`config.mk`:
```
export PLATFORM = sky130hd
export DESIGN_NAME = mrx_receiver
export DESIGN_NICKNAME = d
export VERILOG_FILES = /design/src/mrx_pkg.sv /design/src/mrx_receiver.sv /design/src/mrx_fifo.sv
export SDC_FILE = /design/constraint.sdc
export NUM_CORES = 1
export LEC_CHECK = 0
export BUFFER_PORTS_ARGS = -buffer_cell sky130_fd_sc_hd__buf_2
export CORE_UTILIZATION = 57
export CTS_BUF_LIST = sky130_fd_sc_hd__clkbuf_8 sky130_fd_sc_hd__clkbuf_16
export CTS_CLUSTER_SIZE = 40
export DETAILED_ROUTE_END_ITERATION = 7
export HOLD_SLACK_MARGIN = 0.08
export PLACE_DENSITY = 0.73
export SLEW_MARGIN = 25
export SYNTH_ARGS = -nofsm -noshare
export SYNTH_HDL_FRONTEND = slang
export SYNTH_SLANG_ARGS = --single-unit
```
`constraint.sdc`:
```
create_clock -name clk -period 6 [get_ports clk]
set_clock_uncertainty 0.15 [all_clocks]
set_input_delay 1.2 -clock clk [delete_from_list [all_inputs] [get_ports clk]]
set_output_delay 1.2 -clock clk [all_outputs]
set_load 0.1 [all_outputs]
```
`src/mrx_pkg.sv`:
```
// Package: constants, states and carriers for the Manchester receive block
package mrx_pkg;
  localparam int CLK_MHZ = 250;
  localparam int CLK_PS = 4000;
  // Times in ns as printed
  localparam int NOISE_NS = 20;
  localparam int CARRIER_NS = 45;
  localparam int CARR_OFF_NS = 155;
  localparam int HOLDOFF_NS = 120;
  localparam int COLLISION_FLAG_OUT_HOLD_NS = 160;
  localparam int BIT_NS = 100;
  localparam int LOCK_MS = 10;
  // Cycle counts derived from the 250 MHz clock (least times round up)
  localparam int NOISE_CYC = (NOISE_NS * CLK_MHZ + 999) / 1000;
  localparam int CARRIER_CYC = (CARRIER_NS * CLK_MHZ + 999) / 1000;
  localparam int CARR_OFF_CYC = (CARR_OFF_NS * CLK_MHZ + 999) / 1000;
  localparam int HOLDOFF_CYC = (HOLDOFF_NS * CLK_MHZ + 999) / 1000;
  localparam int COLLISION_FLAG_OUT_HOLD_CYC = (COLLISION_FLAG_OUT_HOLD_NS * CLK_MHZ) / 1000;
  localparam int BIT_CYC = (BIT_NS * CLK_MHZ) / 1000;
  localparam int LOCK_CYC_DEF = LOCK_MS * 1000 * CLK_MHZ;
  localparam int OSC_DIV = BIT_CYC / 4;
  localparam int TX_DIV = BIT_CYC / 2;
  // Phase positions inside a bit cell, in 40 MHz ticks
  localparam logic [1:0] PH_QUARTER = 2'h0;
  localparam logic [1:0] PH_CENTRE = 2'h1;
  localparam logic [1:0] PH_THREEQ = 2'h2;
  localparam int CORR_DEN = 10;
  localparam int FIFO_DEPTH = 8;
  localparam int CNT_W = 24;
  localparam int PH_W = 8;
  localparam logic [2:0] ACQ_ZEROS = 3'h2;
  localparam logic [2:0] FIRST_OUT_BIT = 3'h5;

  typedef enum logic [4:0] {
    ST_IDLE = 5'h01,
    ST_WAIT_ZERO = 5'h02,
    ST_HALT = 5'h04,
    ST_TRACK = 5'h08,
    ST_HOLDOFF = 5'h10
  } rx_state_e;

  typedef struct packed {
    logic data;
    logic last;
  } rx_bit_s;
endpackage : mrx_pkg

```
`src/mrx_receiver.sv`:
```
// Manchester receive path: carrier sense, clock recovery, decode, collision
// What this block does
// - Lock only after a 1010 preamble
// - Pulses under 20 ns are noise
// - Low pulse over 45 ns raises carrier
// - Idle oscillator locks to transmit clock
// - First zero halts, second zero restarts
// - Oscillator at four times bit rate
// - Strobe data at quarter bit
// - Correct phase by tenth of error
// - Carrier drops about 155 ns after last rise
// - Sample carrier at three-quarter bit
// - Carrier sense falls with clock rise, or at once if carrier is lost before lock
// - Hold carrier sense off 120 ns
// - Outputs enabled in bit cell five
// - Data idles high, undefined at acquisition
// - Sampled bit appears one clock later
// - Collision flag held 160 ns after rise
// - Ready within 10 ms of reset
// - Transmit clock is the 250 MHz clock over 24
`timescale 1ns/1ps
module mrx_receiver
  import mrx_pkg::*;
#(
  parameter int LOCK_CYC = LOCK_CYC_DEF
) (
  // Clock and reset
  input wire logic clk,
  input wire logic arst_n,
  // Line inputs, high means positive differential
  input wire logic rx_line,
  input wire logic collision_line,
  // Controller side
  output logic transmit_bit_clock,
  output logic recovered_clock,
  output logic recovered_data,
  output logic carrier_sense_out,
  output logic collision_flag_out,
  output logic receiver_ready
);
  logic rst_s1_q, rst_n_q;
  always_ff @(posedge clk or negedge arst_n) begin
    if (!arst_n) begin
      rst_s1_q <= 1'b0;
      rst_n_q <= 1'b0;
    end else begin
      rst_s1_q <= 1'b1;
      rst_n_q <= rst_s1_q;
    end
  end

  rx_state_e st_q, st_d;
  logic [PH_W-1:0] div_q, div_d;       // 250 MHz to 40 MHz tick divider
  logic [PH_W-1:0] tdiv_q, tdiv_d;     // Transmit clock divider
  logic [1:0] ph_q, ph_d;              // Quarter-bit phase
  logic [PH_W-1:0] low_q, low_d;       // Width of current low pulse
  logic [PH_W-1:0] off_q, off_d;       // Time since last rise while carrier
  logic [PH_W-1:0] hold_q, hold_d;
  logic [PH_W-1:0] col_q, col_d;
  logic [CNT_W-1:0] lock_q, lock_d;
  logic [2:0] zeros_q, zeros_d;
  logic [2:0] bitn_q, bitn_d;
  logic icarr_q, icarr_d;
  logic strobe_q, strobe_d;            // Internal strobe clock level
  logic carr_s_q, carr_s_d;
  logic rclk_q, rclk_d, rdata_q, rdata_d, crs_q, crs_d;
  logic transmit_bit_clock_q, transmit_bit_clock_d, collision_flag_out_q, collision_flag_out_d, rdy_q, rdy_d;
  logic line_q, col_line_q;
  logic signed [PH_W:0] err_q, err_d;  // Last measured phase error, 250 MHz cycles
  logic tick, rise, fall, col_rise, bit_strobe;
  logic fifo_in_valid, fifo_in_ready, fifo_out_valid, fifo_out_ready;
  rx_bit_s fifo_in, fifo_out;

  // Last quarter runs one cycle long so four ticks span a whole cell without drift
  assign tick = (div_q == PH_W'(OSC_DIV - 1) + PH_W'(&ph_q));
  assign rise = rx_line && !line_q;
  assign fall = !rx_line && line_q;
  assign col_rise = collision_line && !col_line_q;
  assign bit_strobe = tick && ph_q == PH_QUARTER && st_q == ST_TRACK;

  always_comb begin
    st_d = st_q;
    div_d = tick ? '0 : div_q + 1'b1;
    tdiv_d = (tdiv_q == PH_W'(TX_DIV - 1)) ? '0 : tdiv_q + 1'b1;
    transmit_bit_clock_d = (tdiv_q == PH_W'(TX_DIV - 1)) ? ~transmit_bit_clock_q : transmit_bit_clock_q;
    ph_d = tick ? ph_q + 1'b1 : ph_q;
    low_d = rx_line ? '0 : ((low_q == '1) ? low_q : low_q + 1'b1);
    off_d = rise ? '0 : ((off_q == '1) ? off_q : off_q + 1'b1);
    hold_d = (hold_q != '0) ? hold_q - 1'b1 : hold_q;
    col_d = col_rise ? PH_W'(COLLISION_FLAG_OUT_HOLD_CYC) : ((col_q != '0) ? col_q - 1'b1 : col_q);
    collision_flag_out_d = (col_q != '0) || col_rise;
    lock_d = (lock_q != '0) ? lock_q - 1'b1 : lock_q;
    rdy_d = (lock_q == '0);
    zeros_d = zeros_q;
    bitn_d = bitn_q;
    icarr_d = icarr_q;
    strobe_d = strobe_q;
    carr_s_d = carr_s_q;
    rclk_d = rclk_q;
    rdata_d = rdata_q;
    crs_d = crs_q;
    err_d = err_q;
    fifo_in_valid = 1'b0;
    fifo_in = '{data: line_q, last: 1'b0};
    // Noise shorter than the qualify window never reaches the counter limit
    if (!icarr_q && low_q == PH_W'(CARRIER_CYC) && low_q > PH_W'(NOISE_CYC)) begin
      icarr_d = 1'b1;
    end else if (icarr_q && rx_line && off_q == PH_W'(CARR_OFF_CYC)) begin
      icarr_d = 1'b0;
    end
    if (tick) begin
      strobe_d = (ph_q == PH_QUARTER) || (ph_q == PH_CENTRE);
    end
    case (st_q)
      ST_IDLE: begin
        // Phase follows the transmit clock while idle
        if (tdiv_q == PH_W'(TX_DIV - 1) && transmit_bit_clock_q) begin
          div_d = '0;
          ph_d = PH_QUARTER;
        end
        rdata_d = 1'b1;
        if (icarr_q && hold_q == '0) begin
          crs_d = 1'b1;
          zeros_d = '0;
          st_d = ST_WAIT_ZERO;
        end
      end
      ST_WAIT_ZERO: begin
        if (fall) begin
          // First zero stops the oscillator with the strobe high
          zeros_d = zeros_q + 1'b1;
          strobe_d = 1'b1;
          st_d = ST_HALT;
        end else if (!icarr_q) begin
          st_d = ST_HOLDOFF;
        end
      end
      ST_HALT: begin
        div_d = '0;
        ph_d = PH_QUARTER;
        strobe_d = 1'b1;
        if (fall && off_q > PH_W'(BIT_CYC / 2)) begin
          // Second zero after a one: 1010 seen; starting at the three-quarter
          // phase puts the next strobe a quarter into the following cell
          zeros_d = zeros_q + 1'b1;
          if (zeros_q + 1'b1 == ACQ_ZEROS) begin
            ph_d = PH_THREEQ;
            bitn_d = 3'h4;
            err_d = '0;
            st_d = ST_TRACK;
          end
        end else if (!icarr_q) begin
          st_d = ST_HOLDOFF;
        end
      end
      ST_TRACK: begin
        // Centre transition: measure the error, apply a tenth of the one from the previous transition
        if ((rise || fall) && ph_q == PH_CENTRE) begin
          err_d = $signed({1'b0, div_q}) - (PH_W+1)'(OSC_DIV / 2);
          div_d = div_q - PH_W'((err_q + 1) / CORR_DEN);
        end
        if (tick && ph_q == PH_THREEQ) begin
          carr_s_d = icarr_q;
        end
        if (bit_strobe) begin
          fifo_in_valid = (bitn_q >= FIRST_OUT_BIT - 1'b1);
          // A one shows low in its first half
          fifo_in = '{data: !line_q, last: !carr_s_q};
          bitn_d = (bitn_q == FIRST_OUT_BIT) ? bitn_q : bitn_q + 1'b1;
          if (!carr_s_q) begin
            st_d = ST_HOLDOFF;
          end
        end
        if (tick && ph_q == PH_THREEQ) begin
          rclk_d = 1'b0;
        end
      end
      ST_HOLDOFF: begin
        if (tick && ph_q == PH_THREEQ) begin
          rclk_d = 1'b0;
        end
        if (!crs_q && hold_q == '0 && !icarr_q) begin
          st_d = ST_IDLE;
        end
      end
      default: st_d = ST_IDLE;
    endcase
    // Draining the FIFO is paced by the recovered clock rise
    // Keeps draining after the end of message so the last bit leaves too
    fifo_out_ready = tick && ph_q == PH_QUARTER && fifo_out_valid &&
      (st_q == ST_TRACK || st_q == ST_HOLDOFF);
    if (fifo_out_ready) begin
      rclk_d = 1'b1;
      rdata_d = fifo_out.data;
      if (fifo_out.last) begin
        crs_d = 1'b0;
        hold_d = PH_W'(HOLDOFF_CYC);
      end
    end else if (st_q == ST_HOLDOFF && !fifo_out_valid && crs_q) begin
      crs_d = 1'b0;
      hold_d = PH_W'(HOLDOFF_CYC);
    end
  end

  mrx_fifo #(
    .WIDTH($bits(rx_bit_s)),
    .DEPTH(FIFO_DEPTH)
  ) u_fifo (
    .clk(clk),
    .rst_n(rst_n_q),
    .in_valid(fifo_in_valid),
    .in_ready(fifo_in_ready),
    .in_data(fifo_in),
    .out_valid(fifo_out_valid),
    .out_ready(fifo_out_ready),
    .out_data(fifo_out)
  );

  always_ff @(posedge clk or negedge rst_n_q) begin
    if (!rst_n_q) begin
      st_q <= ST_IDLE;
      div_q <= '0;
      tdiv_q <= '0;
      ph_q <= PH_QUARTER;
      low_q <= '0;
      off_q <= '0;
      hold_q <= '0;
      col_q <= '0;
      lock_q <= CNT_W'(LOCK_CYC);
      zeros_q <= '0;
      bitn_q <= '0;
      icarr_q <= 1'b0;
      strobe_q <= 1'b0;
      carr_s_q <= 1'b0;
      rclk_q <= 1'b0;
      rdata_q <= 1'b1;
      crs_q <= 1'b0;
      transmit_bit_clock_q <= 1'b0;
      collision_flag_out_q <= 1'b0;
      rdy_q <= 1'b0;
      err_q <= '0;
      line_q <= 1'b1;
      col_line_q <= 1'b0;
    end else begin
      st_q <= st_d;
      div_q <= div_d;
      tdiv_q <= tdiv_d;
      ph_q <= ph_d;
      low_q <= low_d;
      off_q <= off_d;
      hold_q <= hold_d;
      col_q <= col_d;
      lock_q <= lock_d;
      zeros_q <= zeros_d;
      bitn_q <= bitn_d;
      icarr_q <= icarr_d;
      strobe_q <= strobe_d;
      carr_s_q <= carr_s_d;
      rclk_q <= rclk_d;
      rdata_q <= rdata_d;
      crs_q <= crs_d;
      transmit_bit_clock_q <= transmit_bit_clock_d;
      collision_flag_out_q <= collision_flag_out_d;
      rdy_q <= rdy_d;
      err_q <= err_d;
      line_q <= rx_line;
      col_line_q <= collision_line;
    end
  end

  assign transmit_bit_clock = transmit_bit_clock_q;
  assign recovered_clock = rclk_q;
  assign recovered_data = rdata_q;
  assign carrier_sense_out = crs_q;
  assign collision_flag_out = collision_flag_out_q;
  assign receiver_ready = rdy_q;
endmodule : mrx_receiver

```
`src/mrx_fifo.sv`:
```
// Small flip-flop FIFO with valid/ready on both sides
`timescale 1ns/1ps
module mrx_fifo
  import mrx_pkg::*;
#(
  parameter int WIDTH = 2,
  parameter int DEPTH = 8
) (
  // Clock and reset
  input wire logic clk,
  input wire logic rst_n,
  // Write side
  input wire logic in_valid,
  output logic in_ready,
  input wire logic [WIDTH-1:0] in_data,
  // Read side
  output logic out_valid,
  input wire logic out_ready,
  output logic [WIDTH-1:0] out_data
);
  localparam int AW = $clog2(DEPTH);
  logic [WIDTH-1:0] mem_q [DEPTH];
  logic [WIDTH-1:0] mem_d [DEPTH];
  logic [AW-1:0] wp_q, wp_d, rp_q, rp_d;
  logic [AW:0] cnt_q, cnt_d;
  logic do_wr, do_rd;

  assign in_ready = (cnt_q != (AW+1)'(DEPTH));
  assign out_valid = (cnt_q != '0);
  assign out_data = mem_q[rp_q];
  assign do_wr = in_valid && in_ready;
  assign do_rd = out_valid && out_ready;

  always_comb begin
    mem_d = mem_q;
    wp_d = wp_q;
    rp_d = rp_q;
    cnt_d = cnt_q;
    if (do_wr) begin
      mem_d[wp_q] = in_data;
      wp_d = (wp_q == AW'(DEPTH - 1)) ? '0 : wp_q + 1'b1;
    end
    if (do_rd) begin
      rp_d = (rp_q == AW'(DEPTH - 1)) ? '0 : rp_q + 1'b1;
    end
    if (do_wr && !do_rd) begin
      cnt_d = cnt_q + 1'b1;
    end else if (do_rd && !do_wr) begin
      cnt_d = cnt_q - 1'b1;
    end
  end

  always_ff @(posedge clk or negedge rst_n) begin
    if (!rst_n) begin
      for (int i = 0; i < DEPTH; i++) begin
        mem_q[i] <= '0;
      end
      wp_q <= '0;
      rp_q <= '0;
      cnt_q <= '0;
    end else begin
      mem_q <= mem_d;
      wp_q <= wp_d;
      rp_q <= rp_d;
      cnt_q <= cnt_d;
    end
  end
endmodule : mrx_fifo

```
== Yosys cells after proc, flatten, opt, wreduce, memory -nomap -nowiden ==
Cells that the tools add are included.

* Add/sub/neg operators: 18
* Div/mod/pow operators: 1
* Magnitude comparators: 6
* Equality and inequality tests: 30
* Multiplexer cells: 68
* Bitwise gates (word level): 3
* Reduce and logical (&&, ||, !) cells: 60

{| class="wikitable"
|+ Operators by type and width
! kind !! count
|-
| 8-bit 2-to-1 mux || 14
|-
| 5-bit 2-to-1 mux || 8
|-
| 8-bit by 1-bit adder with 8-bit output (second input constant) || 4
|-
| 32-bit by 5-bit divider with 32-bit output (second input constant) || 1
|-
| 3-bit 2-to-1 mux || 9
|-
| 9-bit 2-to-1 mux || 3
|-
| 1-bit logical AND || 25
|-
| 5-bit case mux with 5 select lines || 1
|-
| 24-bit zero test || 1
|-
| 8-bit case mux with 3 select lines || 1
|-
| 24-bit nonzero test || 1
|-
| 24-bit by 1-bit subtractor with 24-bit output (second input constant) || 1
|-
| 2-bit inequality test (second input constant) || 11
|-
| 2-bit 2-to-1 mux || 9
|-
| 9-bit case mux with 2 select lines || 1
|-
| 16-bit bitwise mux || 1
|-
| 8-bit by 4-bit == test with 1-bit output (second input constant) || 2
|-
| 8-bit == test (second input constant) || 2
|-
| 8-bit nonzero test || 2
|-
| 8-bit by 1-bit subtractor with 8-bit output (second input constant) || 2
|-
| 1-bit 2-to-1 mux || 14
|-
| 2-bit nonzero test || 7
|-
| 3-bit by 1-bit adder with 3-bit output (second input constant) || 4
|-
| 9-bit by 2-bit adder with 10-bit output (second input constant) || 1
|-
| 42 further kinds || 61
|}

* Bits in registers: 132
* Input port bits: 4
* Output and inout port bits: 6
* Logic and storage cells: 221

== Depth between registers and ports, before layout ==
Gate-level depths: netlist of run 1.

* Word-level depth: 12
* Depth in mapped cells: 26
* Gate-level depth less buffers: 24

== Modules after synthesis ==
Synthesis of run 1 repeated with hierarchy kept, for this count alone.

* Cell total of the unflattened synthesis: 848
* Area total of the unflattened synthesis: 8,135.3 µm²

{| class="wikitable"
|+ Modules (own cells, without submodules)
! module !! times used !! cells each !! area each (µm²) !! seq. area each (µm²)
|-
| mrx_receiver || 1 || 744 || 6,708.9 || 2,666.3
|-
| mrx_fifo || 1 || 104 || 1,426.4 || 650.6
|}

== Least setup slack after synthesis of run 1 ==
OpenSTA, ideal clock, no wires.

* Path type: register -> register
* Start: register err_q[0]
* End: register div_q[7]
* Setup time: 0.079 ns
* Arrival: 5.403 ns
* Data required time: 5.771 ns
* Slack: 0.368 ns
* Stages on the path, launching flop included: 27
* Path buffers: 2
* Path through: dfrtp_1 ha_1 buf_2 xnor2_1 nand3_1 o21ai_2 xor2_1 nor3_1 and2_1 or4b_1 buf_4 or3_1 o221ai_2 nor3_1 ha_1 and2_1 a31oi_1 ha_1 a21oi_1 o21ai_0 and2_1 o21ai_0 a21oi_1 o21a_1 or3_1 a32o_1 a2bb2oi_1

* Word-level cells in the longest chain between the ends: 5

{| class="wikitable"
|+ RTL lines
! what !! line !! text
|-
| start: declaration || mrx_receiver.sv:69 || <nowiki>logic signed [PH_W:0] err_q, err_d;</nowiki>
|-
| start signal: assignment || mrx_receiver.sv:265 || <nowiki>err_q <= err_d;</nowiki>
|-
| 9-bit by 2-bit adder with 10-bit output || mrx_receiver.sv:160 || <nowiki>div_d = div_q - PH_W'((err_q + 1) / CORR_DEN);</nowiki>
|-
| 32-bit by 5-bit divider with 32-bit output || mrx_receiver.sv:160 ||
|-
| 8-bit subtractor || mrx_receiver.sv:160 ||
|-
| 8-bit 2-to-1 mux || mrx_receiver.sv:158 || <nowiki>if ((rise || fall) && ph_q == PH_CENTRE) begin</nowiki>
|-
| 8-bit case mux with 3 select lines || mrx_receiver.sv:114 || <nowiki>case (st_q)</nowiki>
|-
| via div_d[7] || mrx_receiver.sv:53 || <nowiki>logic [PH_W-1:0] div_q, div_d;</nowiki>
|-
| end signal: assignment || mrx_receiver.sv:246 || <nowiki>div_q <= div_d;</nowiki>
|-
| end: declaration || mrx_receiver.sv:53 ||
|}

The timed path passes the listed nets, and every way through them passes these cells.
A chain may end at the register's enable or synchronous reset.

== Worst setup path after layout of run 1 ==
Same ends and word-level chain as after synthesis.

==> results.json, run 1 <==
{
  "run_status": "completed",
  "final_antenna_net_count": 0,
  "hpwl_um": 11100,
  "io_pins": 10,
  "final_area_sq_mm": 0.00879,
  "rows": 42,
  "vdd_drop_max_mv": 0.219,
  "final_layout_size_suffix_gt1_share_pct": 15.2,
  "initial_core_util_pct": 58.3,
  "postPlaceCellArea_sq_mm": 0.00796,
  "maxCapViolCount": 0,
  "powerDensity_mw_per_mm2": 286,
  "met3_usage_pct": 5.89,
  "critPathArrivalTime_ps": 5930,
  "crit_cells": 24,
  "overflow": 0,
  "die_x_um": 118,
  "p_sw_uw": 706,
  "dp_cells": 973,
  "n_antenna_cell": 0,
  "syn_area_sq_mm": 0.00769,
  "final-hold-violation-count": 0,
  "syn_nets": 839,
  "dr_total_vias": 5818,
  "crit_path_cell_trace": "buf_4 > and3_4 > a211o_1 > a211o_1 > a21oi_4 > or2_4 > a2111oi_4 > or4b_4 > or3_1 > o221ai_2 > nor3_2 > ha_1 > and2_1 > a31oi_4 > ha_1 > a21oi_1 > o21ai_0 > and2_1 > o21ai_1 > a21oi_1 > o21a_1 > or3_1 > a32o_1 > a2bb2oi_1",
  "seq_area_frac_synth_pct": 43.1,
  "swShare_pct": 28.1,
  "relSlewSlack_pct": 46.6,
  "worst_pin_slew_ps": 801,
  "first_global_vias": 5755,
  "worstPathMaxFanout": 10,
  "required_ps": 6180,
  "p_int_uw": 1810,
  "grt_pass1_wl_um": 26600,
  "combPwrFrac_pct": 16.6,
  "setup-violations-final": 0,
  "r2r_cells": 24,
  "cts_root_buffer": "clkbuf_16",
  "fill_cells": 1008,
  "area_growth_pct": 14.3,
  "ys_types": 73,
  "synth_ff_type": "dfrtp_1",
  "min_period_over_period_pct": 95.9,
  "clk_path_buf_depth": 2,
  "drt_first_pass_iters": 5,
  "clk-insertion-delay-late_ps": 420,
  "core_sq_mm": 0.0132,
  "share_clk_of_total_power_pct": 40.5,
  "crit_path_end_kind": "flip-flop",
  "synth-seq-cells": 132,
  "avgSynthCellArea_sq_um": 9.66,
  "start_kind": "flip-flop",
  "gp_congestion": 0.869,
  "power_leakage_uw": 0.00399,
  "antenna_found_initial": 0,
  "min_period_ps": 5750,
  "numClockSinks": 132,
  "place_ws_ps": -29.1,
  "finalWorstSetupSlack_ps": 247,
  "async_flop_share_pct": 100,
  "grt_max_degree": 91,
  "netlist_instances": 796,
  "cts_tree": "yes",
  "cts.clk_slew.worst_paths_ps": 60,
  "clock.fmax_ghz": 0.174,
  "met2_usage_pct": 38.9,
  "slew_viol_final": 0,
  "totalWireLength_um": 15800,
  "mostFrequentLayoutCell": "dfrtp_1",
  "grtUsageMet1_pct": 30.9,
  "die_area_sq_mm": 0.0140,
  "crit_family": "compound AO/OA/AOI/OAI gates",
  "post_drt_wl_per_cell_um": 15.6,
  "cts_buffers": 17,
  "synth-edff-count": 0,
  "p_seq_share_pct": 42.9,
  "grt_busiest_layer": "met2",
  "instances_no_fill": 1010,
  "portBuffers": 9,
  "drc": 0,
  "max_stage_delay_ps": 570,
  "nNetsFinal": 864,
  "crit_type": "flip-flop to flip-flop",
  "cts_hold_buf": 0,
  "postLayoutCoreUtil_pct": 66.6,
  "via_per_inst": 5.76,
  "worst-path-buf-inv": 1,
  "track_usage_pct": 23.8,
  "fp.dieH_um": 118,
  "drt_iter0_markers": 393,
  "h-tree-depth": 4,
  "final_cell_mix": "dfrtp_1, nand2_1, nor2_1",
  "hold_class": "flip-flop to async pin",
  "yosys_warnings": 0,
  "cpMaxStageDelayCell": "or4b_4"
}
[power by group through the flow]
stage               registers, uW  logic, uW  clock network, uW
floorplan                    1070        330                  0
global route                 1090        482               1080
finish                       1080        417               1020
detailed placement           1090        412                  0
CTS                          1080        419               1040
global placement             1080        393                  0
[sequential cells by signal, summed over array words and instances, names as in the netlist, 2 cells and up]
signal / count
col_q: 8
div_q: 8
ph_q: 2
lock_q: 24
st_q: 5
off_q: 8
u_fifo.rp_q: 3
err_q: 9
hold_q: 8
u_fifo.mem_q: 16
u_fifo.cnt_q: 4
zeros_q: 3
low_q: 8
tdiv_q: 8
bitn_q: 3
u_fifo.wp_q: 3
[logic make-up after synthesis]
| kind of cell | synth area share [%] |
|---|---|
| simple gates | 21.4 |
| fa+ha+maj | 6.67 |
| other cells | 0.0487 |
| buf+inv | 2.90 |
| compound gates | 11.2 |
| xor+xnor | 9.76 |
| mux | 4.86 |
| flops | 43.1 |
[final timing paths]
check                                          start  slack [ps]                      to
worst min-delay path               rst_n_q$_DFF_PN0_         160  lock_q[14]$_DFFE_PN0N_
max in group asynchronous          rst_n_q$_DFF_PN0_        4330    err_q[1]$_DFFE_PN0P_
min in group clk                  rst_s1_q$_DFF_PN0_         220       rst_n_q$_DFF_PN0_
worst max register to register  err_q[0]$_DFFE_PN0P_         250      div_q[7]$_DFF_PN0_
worst min register to register     rst_n_q$_DFF_PN0_         160  lock_q[14]$_DFFE_PN0N_
worst max-delay path            err_q[0]$_DFFE_PN0P_         250      div_q[7]$_DFF_PN0_
[layout make-up]
type                            instances  area [sq um]  area share, %
Multi-Input combinational cell        611          4360           49.6
Sequential cell                       132          3320           37.8
Clock buffer                           21           480           5.47
Clock inverter                         11           111           1.27
Timing Repair Buffer                   26           176           2.01
Tap cell                              176           220           2.50
Inverter                               33           124           1.41
[per-layer routing]
metal  vias to the layer above  part of all wire [%]
met2                        97                    50
met5                         -                     0
met1                      2843                    45
met3                        21                   3.5
li1                       2857                     -
met4                         0                   1.5
[what timing repair did]
item                       4_1_cts  5_1_grt
gates resized for setup          1       30
buffers inserted                 0        5
setup endpoints to repair        1        1
pin swaps                        0        7
[per-stage QoR]
| step | hold slack [ps] | total power [uW] | TNS (ps) |
|---|---|---|---|
| floorplan | 181 | 1400 | 0 |
| global placement | 164 | 1480 | 0 |
| detailed placement | 170 | 1500 | -29.1 |
| CTS | 177 | 2540 | 0 |
| global route | 225 | 2650 | -22.0 |
| finish | 162 | 2510 | 0 |
[synth_stat cells, drive strengths merged (4+ instances only)]
cell type	number	share of area [%]
or3	15	1.2
buf	8	0.70
nand2	89	4.3
and3	11	1.1
a21o	6	0.59
nand2b	9	0.73
inv	33	1.6
nor3	38	2.6
nor2	81	4.0
a21oi	24	1.7
clkbuf	12	0.59
xnor2	44	5.0
dfstp	11	3.8
or4	9	0.88
mux2	19	2.8
a31oi	11	0.89
mux2i	7	0.91
nor2b	5	0.41
xor2	40	4.7
dfrtp	121	39
ha	37	6.0
o31ai	14	1.4
o21ai	31	2.2
nor4	8	0.65
and2	8	0.65
nand3b	8	0.78
mux4	4	1.2
nand3	30	2.0
nand4	5	0.41
o22ai	6	0.49
nor3b	9	0.94
(Power assumes the default switching activity.)
==> inputs of run 2 (changes only) <==
- MAX_ROUTING_LAYER: not set -> met4
==> results.json, run 2 (synthesis gave the netlist of run 1 again) <==
{
  "gp_congestion": 0.844,
  "first_global_vias": 5840,
  "cts_buffers": 17,
  "finalWorstSetupSlack_ps": 272,
  "via_per_inst": 5.85,
  "relSlewSlack_pct": 44.6,
  "clk-insertion-delay-late_ps": 410,
  "final-hold-violation-count": 0,
  "antenna_found_initial": 0,
  "start_kind": "flip-flop",
  "min_period_ps": 5730,
  "core_sq_mm": 0.0132,
  "post_drt_wl_per_cell_um": 15.8,
  "place_ws_ps": -7.48,
  "numClockSinks": 132,
  "clock.fmax_ghz": 0.175,
  "cts.clk_slew.worst_paths_ps": 50,
  "crit_cells": 24,
  "postPlaceCellArea_sq_mm": 0.00797,
  "crit_path_cell_trace": "buf_4 > and3_4 > a211o_1 > a211o_1 > a21oi_4 > or2_4 > a2111oi_4 > or4b_4 > or3_1 > o221ai_2 > nor3_1 > ha_1 > and2_1 > a31oi_4 > ha_1 > a21oi_1 > o21ai_0 > and2_1 > o21ai_2 > a21oi_1 > o21a_1 > or3_1 > a32o_1 > a2bb2oi_1",
  "rows": 42,
  "worstPathMaxFanout": 10,
  "crit_path_end_kind": "flip-flop",
  "fp.dieH_um": 118,
  "cts_hold_buf": 0,
  "final_area_sq_mm": 0.00869,
  "nNetsFinal": 863,
  "die_area_sq_mm": 0.0140,
  "maxCapViolCount": 0,
  "crit_family": "compound AO/OA/AOI/OAI gates",
  "totalWireLength_um": 15900,
  "cpMaxStageDelayCell": "or4b_4",
  "critPathArrivalTime_ps": 5920,
  "cts_root_buffer": "clkbuf_16",
  "setup_tns_ps": 0,
  "worst_pin_slew_ps": 831,
  "die_x_um": 118,
  "crit_type": "flip-flop to flip-flop",
  "mostFrequentLayoutCell": "dfrtp_1",
  "top_register": "lock_q",
  "min_period_over_period_pct": 95.5,
  "drc": 0,
  "required_ps": 6190,
  "final_antenna_net_count": 0,
  "area_growth_pct": 13.0,
  "setup-violations-final": 0,
  "timing.rr.end": "div_q[7]$_DFF_PN0_",
  "grt_max_degree": 67,
  "io_pins": 10,
  "track_usage_pct": 25.0,
  "r2r_cells": 24,
  "endpoint": "div_q[7]$_DFF_PN0_",
  "drt_iter0_markers": 376,
  "final_layout_size_suffix_gt1_share_pct": 14.4,
  "critPathLaunch": "err_q[0]$_DFFE_PN0P_",
  "run_status": "completed",
  "initial_core_util_pct": 58.3,
  "n_antenna_cell": 0,
  "h-tree-depth": 4,
  "clk_path_buf_depth": 2,
  "vdd_drop_max_mv": 0.267,
  "drt_first_pass_iters": 5,
  "reg_top3": "lock_q (24), u_fifo.mem_q (16), err_q (9)",
  "powerDensity_mw_per_mm2": 291,
  "portBuffers": 9,
  "cts_tree": "yes",
  "grt_pass1_wl_um": 27400,
  "power_leakage_uw": 0.00398,
  "hold_class": "flip-flop to flip-flop",
  "max_stage_delay_ps": 580,
  "worst-path-buf-inv": 1,
  "dr_total_vias": 5906,
  "largest_reg_flops": 24,
  "rrSetupSlack_ps": 270,
  "overflow": 0,
  "r2r-start": "err_q[0]$_DFFE_PN0P_",
  "final_cell_mix": "dfrtp_1, nand2_1, nor2_1",
  "slew_viol_final": 0,
  "hpwl_um": 11200
}
[run 2: cell count changes in the layout (fill, tap and decap cells not counted), sizes merged]
cell,before,now
buf,26,25
bufinv,2,3
inv,36,38
clkbuf,21,18
clkinvlp,4,2
clkinv,2,4
[run 2: worst min path at each step]
stage                            start           endpoint  slack, ps  depth (start not counted)
floorplan           rst_s1_q$_DFF_PN0_  rst_n_q$_DFF_PN0_        180                          0
global placement    rst_s1_q$_DFF_PN0_  rst_n_q$_DFF_PN0_        190                          0
detailed placement  rst_s1_q$_DFF_PN0_  rst_n_q$_DFF_PN0_        200                          0
CTS                 rst_s1_q$_DFF_PN0_  rst_n_q$_DFF_PN0_        220                          0
global route        rst_s1_q$_DFF_PN0_  rst_n_q$_DFF_PN0_        220                          0
finish              rst_s1_q$_DFF_PN0_  rst_n_q$_DFF_PN0_        210                          0
[run 2: where the power goes]
group	internal, uW	switching (uW)	total, uW
registers	977	105	1080
logic	185	244	429
clock network	654	368	1020
total	1820	717	2530
[run 2: layer usage]
| layer | vias up | share of wire [%] | GRT usage [%] |
|---|---|---|---|
| met4 | 0 | 1.2 | 7.85 |
| met3 | 21 | 3.5 | 4.68 |
| met1 | 2907 | 45 | 32.0 |
| met2 | 115 | 50 | 40.6 |
| li1 | 2863 | - | - |
| met5 | - | 0 | - |
[run 2: metrics by stage]
stage	hold slack, ps	std cells	power (uW)	util [%]
after floorplan	181	796	1400	-
after global placement	190	975	1480	60.4
after detailed placement	201	975	1500	60.4
after CTS	219	1007	2540	64.9
after global routing	216	1009	2660	65.9
final	211	1009	2530	65.9
[run 2: layout make-up]
cell class | instances | area (sq um)
well taps | 176 | 220
clock inverters | 14 | 148
multi-input cells | 611 | 4280
fillers | 1040 | 4500
clock buffers | 18 | 439
repair buffers | 25 | 165
inverters | 33 | 124
flip-flops and latches | 132 | 3320
[run 2: timing repair]
item                                    4_1_cts  5_1_grt
gates cloned                                  0        0
pin swaps                                     0        5
setup buffers                                 0        2
endpoints found under the setup margin        1        1
gates resized for setup                       2       19
